===== config.mk =====
export PLATFORM = sky130hd
export DESIGN_NAME = alu_slice
export DESIGN_NICKNAME = d
export VERILOG_FILES = /design/src/design/alu_pkg.sv /design/src/design/alu_slice.sv /design/src/design/alu_unit.sv
export SDC_FILE = /design/constraint.sdc
export NUM_CORES = 1
export LEC_CHECK = 0
export BUFFER_PORTS_ARGS = -buffer_cell sky130_fd_sc_hd__buf_2
export CORE_MARGIN = 1.5
export CORE_UTILIZATION = 40
export DETAILED_ROUTE_END_ITERATION = 10
export PLACE_DENSITY_LB_ADDON = 0.15
export SLEW_MARGIN = 20
export SYNTH_ARGS = -nofsm -noshare
export SYNTH_HDL_FRONTEND = slang
export SYNTH_SLANG_ARGS = --single-unit

===== constraint.sdc =====
create_clock -name aclk -period 4.4 [get_ports aclk]
set_clock_uncertainty 0.2 [all_clocks]
set_input_delay 0.66 -clock aclk [delete_from_list [all_inputs] [get_ports aclk]]
set_output_delay 0.66 -clock aclk [all_outputs]
set_load 0.1 [all_outputs]

===== src/design/alu_pkg.sv =====
// Constants and carrier types for the add and conjunction datapath slice.
// Assumes an AXI4-Lite master with 8-bit byte addresses and 32-bit data.
package alu_pkg;

    // ****************************************
    // Register map
    // ****************************************
    localparam int ADDR_W = 8;
    localparam int DATA_W = 32;
    localparam int MEM_DEPTH = 16;
    localparam logic [7:0] ACC_OFFSET = 8'h00;
    localparam logic [7:0] STATUS_OFFSET = 8'h04;
    localparam logic [7:0] COMMAND_OFFSET = 8'h08;
    localparam logic [7:0] MEM_BASE = 8'h40;
    localparam logic [7:0] MEM_LIMIT = 8'h7c;

    // ****************************************
    // Reset values
    // ****************************************
    localparam logic [7:0] ACC_RESET = 8'h00;
    localparam logic [4:0] FLAGS_RESET = 5'h00;
    localparam logic [15:0] COMMAND_RESET = 16'h0000;
    localparam logic [7:0] MEM_RESET = 8'h00;

    // ****************************************
    // Operation codes
    // ****************************************
    localparam logic [3:0] OP_NONE = 4'h0;
    localparam logic [3:0] OP_ADC_ACC = 4'h1;
    localparam logic [3:0] OP_ADC_MEM = 4'h2;
    localparam logic [3:0] OP_ADD_ACC = 4'h3;
    localparam logic [3:0] OP_ADD_IMM = 4'h4;
    localparam logic [3:0] OP_ADD_MEM = 4'h5;
    localparam logic [3:0] OP_AND_ACC = 4'h6;
    localparam logic [3:0] OP_AND_IMM = 4'h7;
    localparam logic [3:0] OP_AND_MEM = 4'h8;

    // ****************************************
    // Bus answers and address regions
    // ****************************************
    localparam logic [1:0] RESP_OKAY = 2'b00;
    localparam logic [1:0] RESP_SLVERR = 2'b10;
    localparam logic [2:0] REGION_NONE = 3'h0;
    localparam logic [2:0] REGION_ACC = 3'h1;
    localparam logic [2:0] REGION_STATUS = 3'h2;
    localparam logic [2:0] REGION_COMMAND = 3'h3;
    localparam logic [2:0] REGION_MEM = 3'h4;

    // ****************************************
    // Carrier types
    // ****************************************
    typedef struct packed {
        logic signed_compare_flag;
        logic overflow_flag;
        logic zero_flag;
        logic aux_carry_flag;
        logic carry_flag;
    } flags_type;

    typedef struct packed {
        logic [7:0] imm;
        logic [3:0] addr;
        logic [3:0] op;
    } command_type;

    typedef enum logic [1:0] {
        wr_collect = 2'b01,
        wr_respond = 2'b10
    } wr_state_type;

endpackage : alu_pkg


===== src/design/alu_slice.sv =====
// Accumulator, flags, small data memory and command register behind AXI4-Lite.
// Assumes one write and one read at most outstanding, single clock aclk.
//
// Overview of operation
// RULE_01: Add with carry into accumulator, update flags
// RULE_02: Add with carry into memory byte, flags
// RULE_03: Plain add memory into accumulator, update flags
// RULE_04: Add immediate into accumulator, update flags
// RULE_05: Plain add into memory byte, update flags
// RULE_06: AND memory into accumulator, zero only
// RULE_07: AND immediate into accumulator, zero only
// RULE_08: AND result written back to memory
// RULE_09: Zero, carry, aux carry, overflow definitions
// RULE_10: Unaffected flags and accumulator hold value
`timescale 1ns/1ns
module alu_slice
    import alu_pkg::*;
(
    // Clock and reset
    input wire logic aclk,
    input wire logic aresetn,
    // Write address
    input wire logic awvalid,
    input wire logic [ADDR_W-1:0] awaddr,
    input wire logic [2:0] awprot,
    output logic awready,
    // Write data
    input wire logic wvalid,
    input wire logic [DATA_W-1:0] wdata,
    input wire logic [3:0] wstrb,
    output logic wready,
    // Write response
    output logic bvalid,
    output logic [1:0] bresp,
    input wire logic bready,
    // Read address
    input wire logic arvalid,
    input wire logic [ADDR_W-1:0] araddr,
    input wire logic [2:0] arprot,
    output logic arready,
    // Read data
    output logic rvalid,
    output logic [DATA_W-1:0] rdata,
    output logic [1:0] rresp,
    input wire logic rready
);

    // ****************************************
    // Address decode
    // ****************************************
    function automatic logic [2:0] region_of(input logic [ADDR_W-1:0] a);
        logic [7:0] w;
        w = {a[7:2], 2'b00};
        if (w == ACC_OFFSET) begin
            return REGION_ACC;
        end else if (w == STATUS_OFFSET) begin
            return REGION_STATUS;
        end else if (w == COMMAND_OFFSET) begin
            return REGION_COMMAND;
        end else if (w >= MEM_BASE && w <= MEM_LIMIT) begin
            return REGION_MEM;
        end else begin
            return REGION_NONE;
        end
    endfunction : region_of

    // ****************************************
    // State
    // ****************************************
    logic [7:0] accumulator_reg;
    flags_type flags;
    command_type command;
    logic [7:0] mem [MEM_DEPTH];
    wr_state_type wr_state;
    logic aw_full;
    logic w_full;
    logic [ADDR_W-1:0] wr_addr;
    logic [DATA_W-1:0] wr_data;
    logic [3:0] wr_strb;

    logic wr_go;
    logic [2:0] wr_region;
    logic cmd_go;
    command_type next_command;
    logic [7:0] alu_result;
    flags_type alu_flags;
    logic alu_to_acc;
    logic alu_to_mem;

    always_comb begin
        wr_go = aw_full && w_full && (wr_state == wr_collect);
        wr_region = region_of(wr_addr);
        cmd_go = wr_go && (wr_region == REGION_COMMAND) && wr_strb[0];
        next_command = command;
        if (wr_strb[0]) begin
            next_command.op = wr_data[3:0];
            next_command.addr = wr_data[7:4];
        end
        if (wr_strb[1]) begin
            next_command.imm = wr_data[15:8];
        end
    end

    alu_unit u_alu_unit (
        .op(cmd_go ? next_command.op : OP_NONE),
        .accumulator_reg(accumulator_reg),
        .mem_byte(mem[next_command.addr]),
        .imm(next_command.imm),
        .flags_in(flags),
        .result(alu_result),
        .flags_out(alu_flags),
        .to_acc(alu_to_acc),
        .to_mem(alu_to_mem)
    );

    // ****************************************
    // Accumulator
    // ****************************************
    always_ff @(posedge aclk) begin
        if (!aresetn) begin
            accumulator_reg <= ACC_RESET;
        end else if (alu_to_acc) begin
            accumulator_reg <= alu_result; // RULE_01 RULE_03 RULE_04 RULE_06 RULE_07
        end else if (wr_go && wr_region == REGION_ACC && wr_strb[0]) begin
            accumulator_reg <= wr_data[7:0];
        end
    end

    // ****************************************
    // Flags and command
    // ****************************************
    always_ff @(posedge aclk) begin
        if (!aresetn) begin
            flags <= FLAGS_RESET;
            command <= COMMAND_RESET;
        end else begin
            if (cmd_go) begin
                flags <= alu_flags; // RULE_09 RULE_10
                command <= next_command;
            end else if (wr_go && wr_region == REGION_STATUS && wr_strb[0]) begin
                flags <= wr_data[4:0];
            end
        end
    end

    // ****************************************
    // Data memory
    // ****************************************
    always_ff @(posedge aclk) begin
        if (!aresetn) begin
            for (int i = 0; i < MEM_DEPTH; i++) begin
                mem[i] <= MEM_RESET;
            end
        end else if (alu_to_mem) begin
            mem[next_command.addr] <= alu_result; // RULE_02 RULE_05 RULE_08
        end else if (wr_go && wr_region == REGION_MEM && wr_strb[0]) begin
            mem[wr_addr[5:2]] <= wr_data[7:0];
        end
    end

    // ****************************************
    // Write channel
    // ****************************************
    // Address and data are caught separately so either may arrive first
    always_ff @(posedge aclk) begin
        if (!aresetn) begin
            wr_state <= wr_collect;
            awready <= 1'b0;
            wready <= 1'b0;
            aw_full <= 1'b0;
            w_full <= 1'b0;
            wr_addr <= '0;
            wr_data <= '0;
            wr_strb <= '0;
            bvalid <= 1'b0;
            bresp <= RESP_OKAY;
        end else begin
            case (wr_state)
                wr_collect: begin
                    awready <= !aw_full && !(awvalid && awready);
                    wready <= !w_full && !(wvalid && wready);
                    if (awvalid && awready) begin
                        aw_full <= 1'b1;
                        wr_addr <= awaddr;
                    end
                    if (wvalid && wready) begin
                        w_full <= 1'b1;
                        wr_data <= wdata;
                        wr_strb <= wstrb;
                    end
                    if (wr_go) begin
                        bvalid <= 1'b1;
                        bresp <= (wr_region == REGION_NONE) ? RESP_SLVERR : RESP_OKAY;
                        wr_state <= wr_respond;
                    end
                end
                wr_respond: begin
                    if (bready) begin
                        bvalid <= 1'b0;
                        aw_full <= 1'b0;
                        w_full <= 1'b0;
                        wr_state <= wr_collect;
                    end
                end
                default: begin
                    wr_state <= wr_collect;
                end
            endcase
        end
    end

    // ****************************************
    // Read channel
    // ****************************************
    always_ff @(posedge aclk) begin
        if (!aresetn) begin
            arready <= 1'b0;
            rvalid <= 1'b0;
            rdata <= '0;
            rresp <= RESP_OKAY;
        end else if (rvalid) begin
            if (rready) begin
                rvalid <= 1'b0;
                arready <= 1'b1;
            end
        end else if (arvalid && arready) begin
            arready <= 1'b0;
            rvalid <= 1'b1;
            rresp <= RESP_OKAY;
            rdata <= '0;
            if (region_of(araddr) == REGION_ACC) begin
                rdata <= {24'h000000, accumulator_reg};
            end else if (region_of(araddr) == REGION_STATUS) begin
                rdata <= {27'h0, flags};
            end else if (region_of(araddr) == REGION_COMMAND) begin
                rdata <= {16'h0000, command};
            end else if (region_of(araddr) == REGION_MEM) begin
                rdata <= {24'h000000, mem[araddr[5:2]]};
            end else begin
                rresp <= RESP_SLVERR;
            end
        end else begin
            arready <= 1'b1;
        end
    end

endmodule : alu_slice


===== src/design/alu_unit.sv =====
// Combinational add and conjunction unit with flag generation.
// Assumes the caller registers its outputs and supplies stable operands.
`timescale 1ns/1ns
module alu_unit
    import alu_pkg::*;
(
    // Operation
    input wire logic [3:0] op,
    input wire logic [7:0] accumulator_reg,
    input wire logic [7:0] mem_byte,
    input wire logic [7:0] imm,
    input wire flags_type flags_in,
    // Result
    output logic [7:0] result,
    output flags_type flags_out,
    output logic to_acc,
    output logic to_mem
);

    // ****************************************
    // Sum with flags
    // ****************************************
    function automatic logic [10:0] add_flags(input logic [7:0] a, input logic [7:0] b,
                                              input logic cin);
        logic [4:0] low;
        logic [8:0] full;
        logic ov;
        low = {1'b0, a[3:0]} + {1'b0, b[3:0]} + {4'h0, cin};
        full = {1'b0, a} + {1'b0, b} + {8'h00, cin};
        ov = (a[7] == b[7]) && (full[7] != a[7]);
        // Packs carry, aux carry, overflow and the 8-bit sum
        return {full[8], low[4], ov, full[7:0]};
    endfunction : add_flags

    logic [10:0] sum;
    logic [7:0] operand;
    logic cin;
    logic is_add;

    always_comb begin
        operand = (op == OP_ADD_IMM || op == OP_AND_IMM) ? imm : mem_byte; // RULE_04
        cin = (op == OP_ADC_ACC || op == OP_ADC_MEM) ? flags_in.carry_flag : 1'b0; // RULE_01
        is_add = (op == OP_ADC_ACC) || (op == OP_ADC_MEM) || (op == OP_ADD_ACC) ||
                 (op == OP_ADD_IMM) || (op == OP_ADD_MEM);
        sum = add_flags(accumulator_reg, operand, cin);
        flags_out = flags_in; // RULE_10
        to_acc = 1'b0;
        to_mem = 1'b0;
        result = accumulator_reg & operand; // RULE_06 RULE_07 RULE_08
        if (is_add) begin
            result = sum[7:0];
            flags_out.carry_flag = sum[10]; // RULE_09
            flags_out.aux_carry_flag = sum[9]; // RULE_09
            flags_out.overflow_flag = sum[8]; // RULE_09
            // Signed compare is overflow corrected sign
            flags_out.signed_compare_flag = sum[8] ^ sum[7];
        end
        if (op != OP_NONE && op <= OP_AND_MEM) begin
            flags_out.zero_flag = (result == 8'h00); // RULE_09
        end
        case (op)
            OP_ADC_ACC, OP_ADD_ACC, OP_ADD_IMM, OP_AND_ACC, OP_AND_IMM: begin
                to_acc = 1'b1; // RULE_01 RULE_03 RULE_04 RULE_06 RULE_07
            end
            OP_ADC_MEM, OP_ADD_MEM, OP_AND_MEM: begin
                to_mem = 1'b1; // RULE_02 RULE_05 RULE_08 RULE_10
            end
            default: begin
                to_acc = 1'b0;
            end
        endcase
    end

endmodule : alu_unit


==> impl_metrics.toml, run 1 <==
[clocking]
cts_hold_repair.buffers = 0
insertion_delay_ns = 0.55
clk_pin_slew_ns = 0.06
cts_sinks = 208
cts_tree = "yes"
max-clock-path-buffers = 3
h-tree-depth = 1
cts_root_buffer = "clkbuf_16"
cts_buffers = 25

[synth]
synth_flop_cell = "edfxtp_1"
ys_ff_latch = 208
synth_edf_count = 128
async_reset_ff_frac = 0
avgSynthCellArea_um2 = 10.77
synthCells = 1073
yosysWarnings = 0
synth_area_mm2 = 0.01156
synth.distinct_cells = 70
seq_area_frac_synth = 0.4711

[finish]
syn_to_final_growth_pct = 20.93
fillers = 2701
design_area_mm2 = 0.01398
largest_reg_flops = 128
fin_nets = 1268
regArea_mm2 = 0.005449
drive_gt1_frac = 0.2849
antenna_cells = 0
regMostFlops = "mem"
layout_common_cells = "nand2_1 (165), nor2_1 (132), edfxtp_1 (128)"
fin_cells = 1595
multi_input_area_mm2 = 0.005844
final_common_cell = "nand2_1"

[timing]
min_period_over_period = 0.9930
setup_violations = 0
hold_violations = 0
fin_tns_setup_ns = 0
period_needed_ns = 4.369
worst_pin_slew_ns = 0.9575
slew_violations = 0
holdWs_ns = 0.1638
slew_headroom = 0.3604
timing.fmax_ghz = 0.2289
rsz0062_at_grt = "true"

[critical_path]
critPathBufInv = 6
r2r_slack_ns = 0.03
critPathMaxStageDelay_ns = 0.39
arrival_ns = 4.43
cp_top_family = "compound AO/OA/AOI/OAI gates"
critical_path.slowest_cell = "a311oi_1"
required_ns = 4.46
crit_chain = "buf_6 -> buf_4 -> mux2_2 -> buf_4 -> buf_4 -> a311oi_1 -> o31ai_1 -> a21oi_1 -> ha_2 -> o21ai_1 -> o21ai_1 -> a211oi_2 -> mux2_4 -> mux2i_4 -> buf_12 -> clkbuf_16 -> nor2_1"
critPathLaunchType = "flip-flop"
cp-end-kind = "flip-flop"
path_class = "flip-flop to flip-flop"
crit_fanout = 9
cpMostUsedCell = "buf_4"
reg2reg_from = "wr_strb[0]"
crit_start = "wr_strb[0]"

[routing]
drt-total-wl_um = 37090
drc = 0
via_count = 9186
wl_per_cell_um = 23.25
vias_per_cell = 5.759
ant_nets = 0
detail_route.iter0.violations = 1075
first_pass_iters = 6

[place]
dp_hpwl_um = 25780
placed_area_mm2 = 0.01273
place.gp.congestion = 0.9148
io_buffers = 59
place_inst = 1527

[floorplanning]
initial_core_util = 0.4048
fp.dieW_um = 173.0
core-area_mm2 = 0.02855
std_cell_rows = 62
fp.dieH_um = 173.0
ios = 106
die-area_mm2 = 0.02992

[min_path]
min_from = "wdata[13]"
hold_class = "input port to flip-flop"

[status]
status = "finished, final reports clean"

[power_and_ir_drop]
p_per_area_mw_per_mm2 = 343.2
p_int_mw = 3.552
ir_worst_vdd_mv = 0.3488
power_leakage_nw = 5.330
power_switching_share = 0.2593
seq_power_share = 0.453
p_sw_mw = 1.244
combPwrFrac = 0.106
clockPowerShare = 0.441

[global_routing]
grt_first_pass_wirelength_um = 54860
grt_overflow_total = 0
antenna_found_initial = 0
grt_pass1_vias = 8699
top_usage_layer = "met2"
grt_use_met1 = 0.3447
grt_start_max_net_pins = 59
grtUsageMet3 = 0.02836
grt_util_all_layers = 0.2435
use_met2 = 0.3847

[run]
drv_cap = 0
-- per-stage QoR --
stage | power, mW | utilization | setup slack, ns
3_3_place_gp | 2.700 | 0.4461 | -0.1570
4_1_cts | 4.826 | 0.4823 | 0.007268
2_1_floorplan | 2.572 | - | 0.009879
5_1_grt | 4.931 | 0.4896 | -0.05139
3_5_place_dp | 2.705 | 0.4461 | -0.1817
6_report | 4.796 | 0.4896 | 0.03099
-- Yosys cell counts, types with 4 or more instances --
| cell | count | area (µm²) |
|---|---|---|
| nand2_1 | 167 | 626.9 |
| nor2_1 | 132 | 495.5 |
| edfxtp_1 | 128 | 3844 |
| dfxtp_1 | 80 | 1602 |
| mux4_2 | 55 | 1239 |
| mux2i_1 | 46 | 460.4 |
| a21boi_0 | 45 | 337.8 |
| clkbuf_1 | 45 | 168.9 |
| a21oi_1 | 43 | 215.2 |
| nand3_1 | 32 | 160.2 |
| o21ai_0 | 28 | 140.1 |
| buf_2 | 25 | 125.1 |
| buf_4 | 19 | 142.6 |
| mux2_2 | 15 | 168.9 |
| o211a_1 | 15 | 150.1 |
| a211oi_1 | 13 | 97.59 |
| nor2b_1 | 11 | 68.82 |
| nor3_1 | 10 | 50.05 |
| o211ai_1 | 10 | 75.07 |
| ha_1 | 9 | 112.6 |
| a31oi_1 | 7 | 43.79 |
| nand4_4 | 7 | 148.9 |
| o21a_1 | 7 | 52.55 |
| a311oi_1 | 6 | 52.55 |
| and2_1 | 6 | 37.54 |
| buf_1 | 6 | 22.52 |
| nand2b_1 | 6 | 37.54 |
| inv_1 | 5 | 18.77 |
| mux2i_2 | 5 | 68.82 |
| nand4_1 | 5 | 31.28 |
| o21ai_1 | 5 | 25.02 |
| xnor2_1 | 5 | 43.79 |
| a21o_1 | 4 | 30.03 |
| and3_1 | 4 | 25.02 |
| o31ai_1 | 4 | 30.03 |
| or4_1 | 4 | 30.03 |
-- final timing paths --
kind | endpoint | cells after the start
worst max-delay path | mem[8][6] | 17
worst min-delay path | wr_data[13] | 3
worst max register to register | mem[8][6] | 17
worst min register to register | rdata[12] | 2
-- worst register-to-register path, delay by kind of cell, from the launching register on --
kind                       cells  cell delay, ns
muxes                          3            0.85
buffers and inverters          6            0.96
DFF                            1            0.37
and+or+nand+nor                1            0.05
adders and majority gates      1            0.34
AOI/OAI and AO/OA              6            1.34
-- power by group through the flow --
stage / registers [mW] / logic [mW] / clock network [mW]
finish: 2.17 / 0.507 / 2.12
global route: 2.18 / 0.535 / 2.22
CTS: 2.17 / 0.499 / 2.16
detailed placement: 2.21 / 0.492 / 0
global placement: 2.21 / 0.489 / 0
floorplan: 2.26 / 0.311 / 0
-- what timing repair did --
| action | CTS | global route |
|---|---|---|
| setup endpoints to repair | 65 | 65 |
| pin swaps | 5 | 17 |
| resized for setup | 15 | 34 |
| buffers inserted | 9 | 12 |
| cloned | 3 | 1 |
-- routing by layer --
metal  vias up  routed length [µm]
met5         -                   0
li1       4164                   -
met1      4545               16130
met4         0                1475
met2       397               16920
met3        80                2567
-- final cells by class --
| type | instances | share of cell area |
|---|---|---|
| multi-input cells | 779 | 0.4182 |
| well taps | 384 | 0.03438 |
| inverters | 5 | 0.001343 |
| clock buffers | 30 | 0.04825 |
| flip-flops and latches | 208 | 0.3899 |
| repair buffers | 173 | 0.09660 |
| clock inverters | 16 | 0.01137 |
-- cell families after synthesis --
kind of cell,synth area share
multiplexers,0.1676
buffers and inverters,0.04428
AO/OA/AOI/OAI,0.1228
XOR/XNOR,0.006063
adder cells (fa/ha/maj),0.01321
AND/OR/NAND/NOR,0.1746
flip-flops,0.4711
other,0.0003245
Note: power is estimated with default switching activity, not from simulation.
==> run 2: changes to the inputs <==
- CORE_UTILIZATION: 40 -> 54
==> run 2 against run 1 <==
Effect of this change: design area is 1.5% lower; final cell count down 7.0%; highest routed layer unchanged; first-iteration DRC count shrank 9.0%; flip-flop and latch count stayed put; critical path depth increased by 1.
==> impl_metrics.toml, run 2 (same netlist as run 1, synthesis figures left out) <==
[timing]
holdWs_ns = 0.1779
setup_violations = 0
hold_violations = 0
slew_headroom = 0.3290
period_needed_ns = 4.382
rsz0062_at_grt = "true"
min_period_over_period = 0.9959
slew_violations = 0
setup_ws_ns = 0.01811
worst_pin_slew_ns = 1.006
timing.fmax_ghz = 0.2282
fin_tns_setup_ns = 0

[floorplanning]
std_cell_rows = 53
ios = 106
die-area_mm2 = 0.02229
initial_core_util = 0.5498
fp.dieW_um = 149.3
fp.dieH_um = 149.3
core-area_mm2 = 0.02102

[place]
io_buffers = 59
placed_area_mm2 = 0.01258
dp_hpwl_um = 24340
place.gp.congestion = 0.9373
post-place-ws_ns = -0.3730

[clocking]
cts_sinks = 208
cts_root_buffer = "clkbuf_16"
max-clock-path-buffers = 3
cts_tree = "yes"
h-tree-depth = 1
cts_buffers = 23
clk_pin_slew_ns = 0.06
insertion_delay_ns = 0.53

[routing]
first_pass_iters = 5
drc = 0
maxUsedRoutingLayer = "met4"
detail_route.iter0.violations = 978
drt-met1-wl_um = 13780
dr_wl_met3_um = 2971
via_count = 9242
wl_met2_um = 16750
vias_per_cell = 6.228
ant_nets = 0
wl_per_cell_um = 23.52
drt-total-wl_um = 34900

[global_routing]
grt_pass1_vias = 9056
grt_start_max_net_pins = 71
grt_util_all_layers = 0.3177
grt_overflow_total = 0
antenna_found_initial = 0
grt_first_pass_wirelength_um = 52670

[critical_path]
required_ns = 4.64
path_class = "flip-flop to flip-flop"
crit_fanout = 6
critPathLaunchType = "flip-flop"
cp-end-kind = "flip-flop"
arrival_ns = 4.62
r2r_slack_ns = 0.02

[status]
status = "finished, final reports clean"

[finish]
drive_gt1_frac = 0.2854
design_area_mm2 = 0.01377
regMostFlops = "mem"
largest_reg_flops = 128
layout_common_cells = "nand2_1 (165), nor2_1 (132), edfxtp_1 (128)"
syn_to_final_growth_pct = 19.13
antenna_cells = 0
fillers = 1655
fin_nets = 1268
final_common_cell = "nand2_1"

[power_and_ir_drop]
power_leakage_nw = 5.289
ir_worst_vdd_mv = 0.2830
p_total_mw = 4.710
p_per_area_mw_per_mm2 = 342.1

[run]
drv_cap = 0

[min_path]
hold_class = "input port to flip-flop"
## run 2: cell count changes in the layout (fill, tap and decap cells not counted), sizes merged
cell    delta
clkinv     -6
buf        +3
inv        +1
## run 2: final timing paths
kind	endpoint	from	cells after the start
max	flags[2]	wr_strb[0]	18
min	wr_data[2]	wdata[2]	3
max reg2reg	flags[2]	wr_strb[0]	18
min reg2reg	rdata[14]	rdata[14]	2
## run 2: repair_timing
item	4_1_cts	5_1_grt
endpoints found under the hold margin	0	0
gates cloned	2	0
endpoints found under the setup margin	100	81
buffers inserted	12	6
hold buffers	0	0
gates resized for setup	23	32
pin swaps	3	17
## run 2: layout make-up
class	count	area [µm²]	share of cell area
repair buffers	175	1315	0.09551
multi-input cells	779	5852	0.4250
clock inverters	11	153.9	0.01118
clock buffers	31	635.6	0.04617
well taps	275	344.1	0.02499
flip-flops and latches	208	5449	0.3958
inverters	5	18.77	0.001363
## run 2: layer usage
layer | GRT usage | up-vias
met5 | 0 | -
met4 | 0.1233 | 0
met3 | 0.04740 | 96
met2 | 0.5317 | 497
met1 | 0.4173 | 4495
li1 | - | 4154
## run 2: critical path, cell delays in order, from the launching register on
cell	delay, ns
dfxtp_4	0.37
buf_12	0.14
mux2i_4	0.21
buf_12	0.15
buf_12	0.12
buf_6	0.10
mux4_2	0.32
nand2_2	0.07
o31ai_4	0.11
buf_4	0.17
a21oi_4	0.06
fa_2	0.38
fa_2	0.43
a21o_1	0.18
a21oi_2	0.20
xnor2_2	0.11
or4_1	0.52
a211o_1	0.28
o31ai_2	0.17
## run 2: report_power, final
part           internal [mW]  switching [mW]
registers               2.13          0.0449
clock network           1.20           0.823
logic                  0.163           0.351
## run 2: per-stage QoR
stage	util	std cells
2_1_floorplan	-	1090
3_3_place_gp	0.5984	1422
3_5_place_dp	0.5984	1422
4_1_cts	0.6457	1478
5_1_grt	0.6550	1484
6_report	0.6550	1484
==> run 3: changes to the inputs <==
- RECOVER_POWER: not set -> 100
==> run 3 against run 2 <==
Effect of this change: the flow now finishes with violations (max-capacitance violations, max-slew violations); clock power is essentially flat; global-route usage is the same; register-to-register slack barely moved; first-iteration DRC count rose by 4.1%; clock-buffer cell count is the same; power is essentially flat; final cell count unchanged.
==> impl_metrics.toml, run 3 (same netlist as run 1, synthesis figures left out) <==
[status]
status = "finished with violations"
violations = "max-capacitance violations, max-slew violations"

[finish]
fin_nets = 1268
syn_to_final_growth_pct = 18.82
final_common_cell = "nand2_1"
antenna_cells = 0
layout_common_cells = "nand2_1 (165), nor2_1 (132), edfxtp_1 (128)"
regMostFlops = "mem"
largest_reg_flops = 128
fin_util = 0.6532
design_area_mm2 = 0.01373
regArea_mm2 = 0.005449
fin_cells = 1484
drive_gt1_frac = 0.2647
fillers = 1680
multi_input_area_mm2 = 0.005852

[critical_path]
cp-end-kind = "flip-flop"
critPathLaunchType = "flip-flop"
crit_fanout = 6
path_class = "flip-flop to flip-flop"
arrival_ns = 4.62
critPathMaxStageDelay_ns = 0.52
required_ns = 4.64
crit_chain = "buf_12 -> mux2i_4 -> buf_12 -> buf_12 -> buf_6 -> mux4_2 -> nand2_2 -> o31ai_4 -> buf_4 -> a21oi_4 -> fa_2 -> fa_2 -> a21o_1 -> a21oi_2 -> xnor2_2 -> or4_1 -> a211o_1 -> o31ai_2"
r2r_slack_ns = 0.02
cp_top_family = "compound AO/OA/AOI/OAI gates"
critical_path.slowest_cell = "or4_1"
critPathBufInv = 5
cpMostUsedCell = "buf_12"

[timing]
hold_violations = 0
fin_tns_setup_ns = 0
worst_pin_slew_ns = 2.467
slew_violations = 42
period_needed_ns = 4.377
rsz0062_at_grt = "true"
timing.fmax_ghz = 0.2285
min_period_over_period = 0.9947
slew_headroom = -0.6446
setup_violations = 0

[global_routing]
grt_first_pass_wirelength_um = 52670
grt_overflow_total = 0
grt_util_all_layers = 0.3177
antenna_found_initial = 0
grt_start_max_net_pins = 71
grt_pass1_vias = 9056

[min_path]
hold_class = "input port to flip-flop"

[clocking]
insertion_delay_ns = 0.53
max-clock-path-buffers = 3
cts_root_buffer = "clkbuf_16"
h-tree-depth = 1
cts_tree = "yes"
cts_hold_repair.buffers = 0
cts_sinks = 208
clk_pin_slew_ns = 0.06
cts_buffers = 23

[routing]
detail_route.iter0.violations = 1018
ant_nets = 0
drc = 0
vias_per_cell = 6.232
drt-total-wl_um = 34890
via_count = 9249
first_pass_iters = 5
wl_per_cell_um = 23.51

[power_and_ir_drop]
ir_worst_vdd_mv = 0.2834
p_total_mw = 4.709
power_leakage_nw = 5.188
p_per_area_mw_per_mm2 = 342.9

[place]
place_inst = 1422
placed_area_mm2 = 0.01258
dp_hpwl_um = 24340
io_buffers = 59
place.gp.congestion = 0.9373

[floorplanning]
die-area_mm2 = 0.02229
initial_core_util = 0.5498
fp.dieW_um = 149.3
core-area_mm2 = 0.02102
ios = 106
std_cell_rows = 53
fp.dieH_um = 149.3

[run]
drv_cap = 1
run 3: cell count changes in the layout (fill, tap and decap cells not counted):
cell,delta
buf_4,-2
clkbuf_1,+25
buf_2,-23
run 3: tightest hold or removal path, stage by stage:
cell and delay (ns):
buf_2 0.09, nand2_1 0.04, a21boi_0 0.06
run 3: metrics by stage:
| step | hold WS, ns | setup slack (ns) |
|---|---|---|
| final | 0.1760 | 0.02313 |
| after detailed placement | 0.2562 | -0.3730 |
| after global routing | 0.1841 | -0.1211 |
| after floorplan | 0.2414 | 0.009879 |
| after global placement | 0.2515 | -0.3187 |
| after CTS | 0.1676 | 0.01461 |
run 3: what timing repair did:
item,in CTS,in global routing
buffers inserted,12,6
pin swaps,3,17
endpoints found under the setup margin,100,81
resized for setup,23,32
gates cloned,2,0
run 3: final timing paths:
path	start	endpoint	cells after the start
worst max-delay path	wr_strb[0]	flags[2]	18
worst min-delay path	wdata[2]	wr_data[2]	3
worst max register to register	wr_strb[0]	flags[2]	18
worst min register to register	rdata[14]	rdata[14]	2
run 3: area by class of cell:
| class | instances | area share |
|---|---|---|
| inverters | 5 | 0.001367 |
| flip-flops and latches | 208 | 0.3968 |
| well taps | 275 | 0.02506 |
| multi-input cells | 779 | 0.4262 |
| clock inverters | 11 | 0.01121 |
| repair buffers | 175 | 0.09312 |
| clock buffers | 31 | 0.04629 |
run 3: power breakdown:
group | leakage (nW) | switching, mW | total, mW | internal (mW)
sequential | 1.97 | 0.0452 | 2.17 | 2.13
clock | 0.384 | 0.824 | 2.03 | 1.20
combinational | 2.83 | 0.351 | 0.511 | 0.160
total | 5.19 | 1.22 | 4.71 | 3.49
run 3: layer usage:
| metal | share of wire | global-route usage |
|---|---|---|
| met1 | 0.40 | 0.4173 |
| met2 | 0.48 | 0.5317 |
| met3 | 0.084 | 0.04740 |
| met4 | 0.040 | 0.1233 |
| met5 | 0 | 0 |
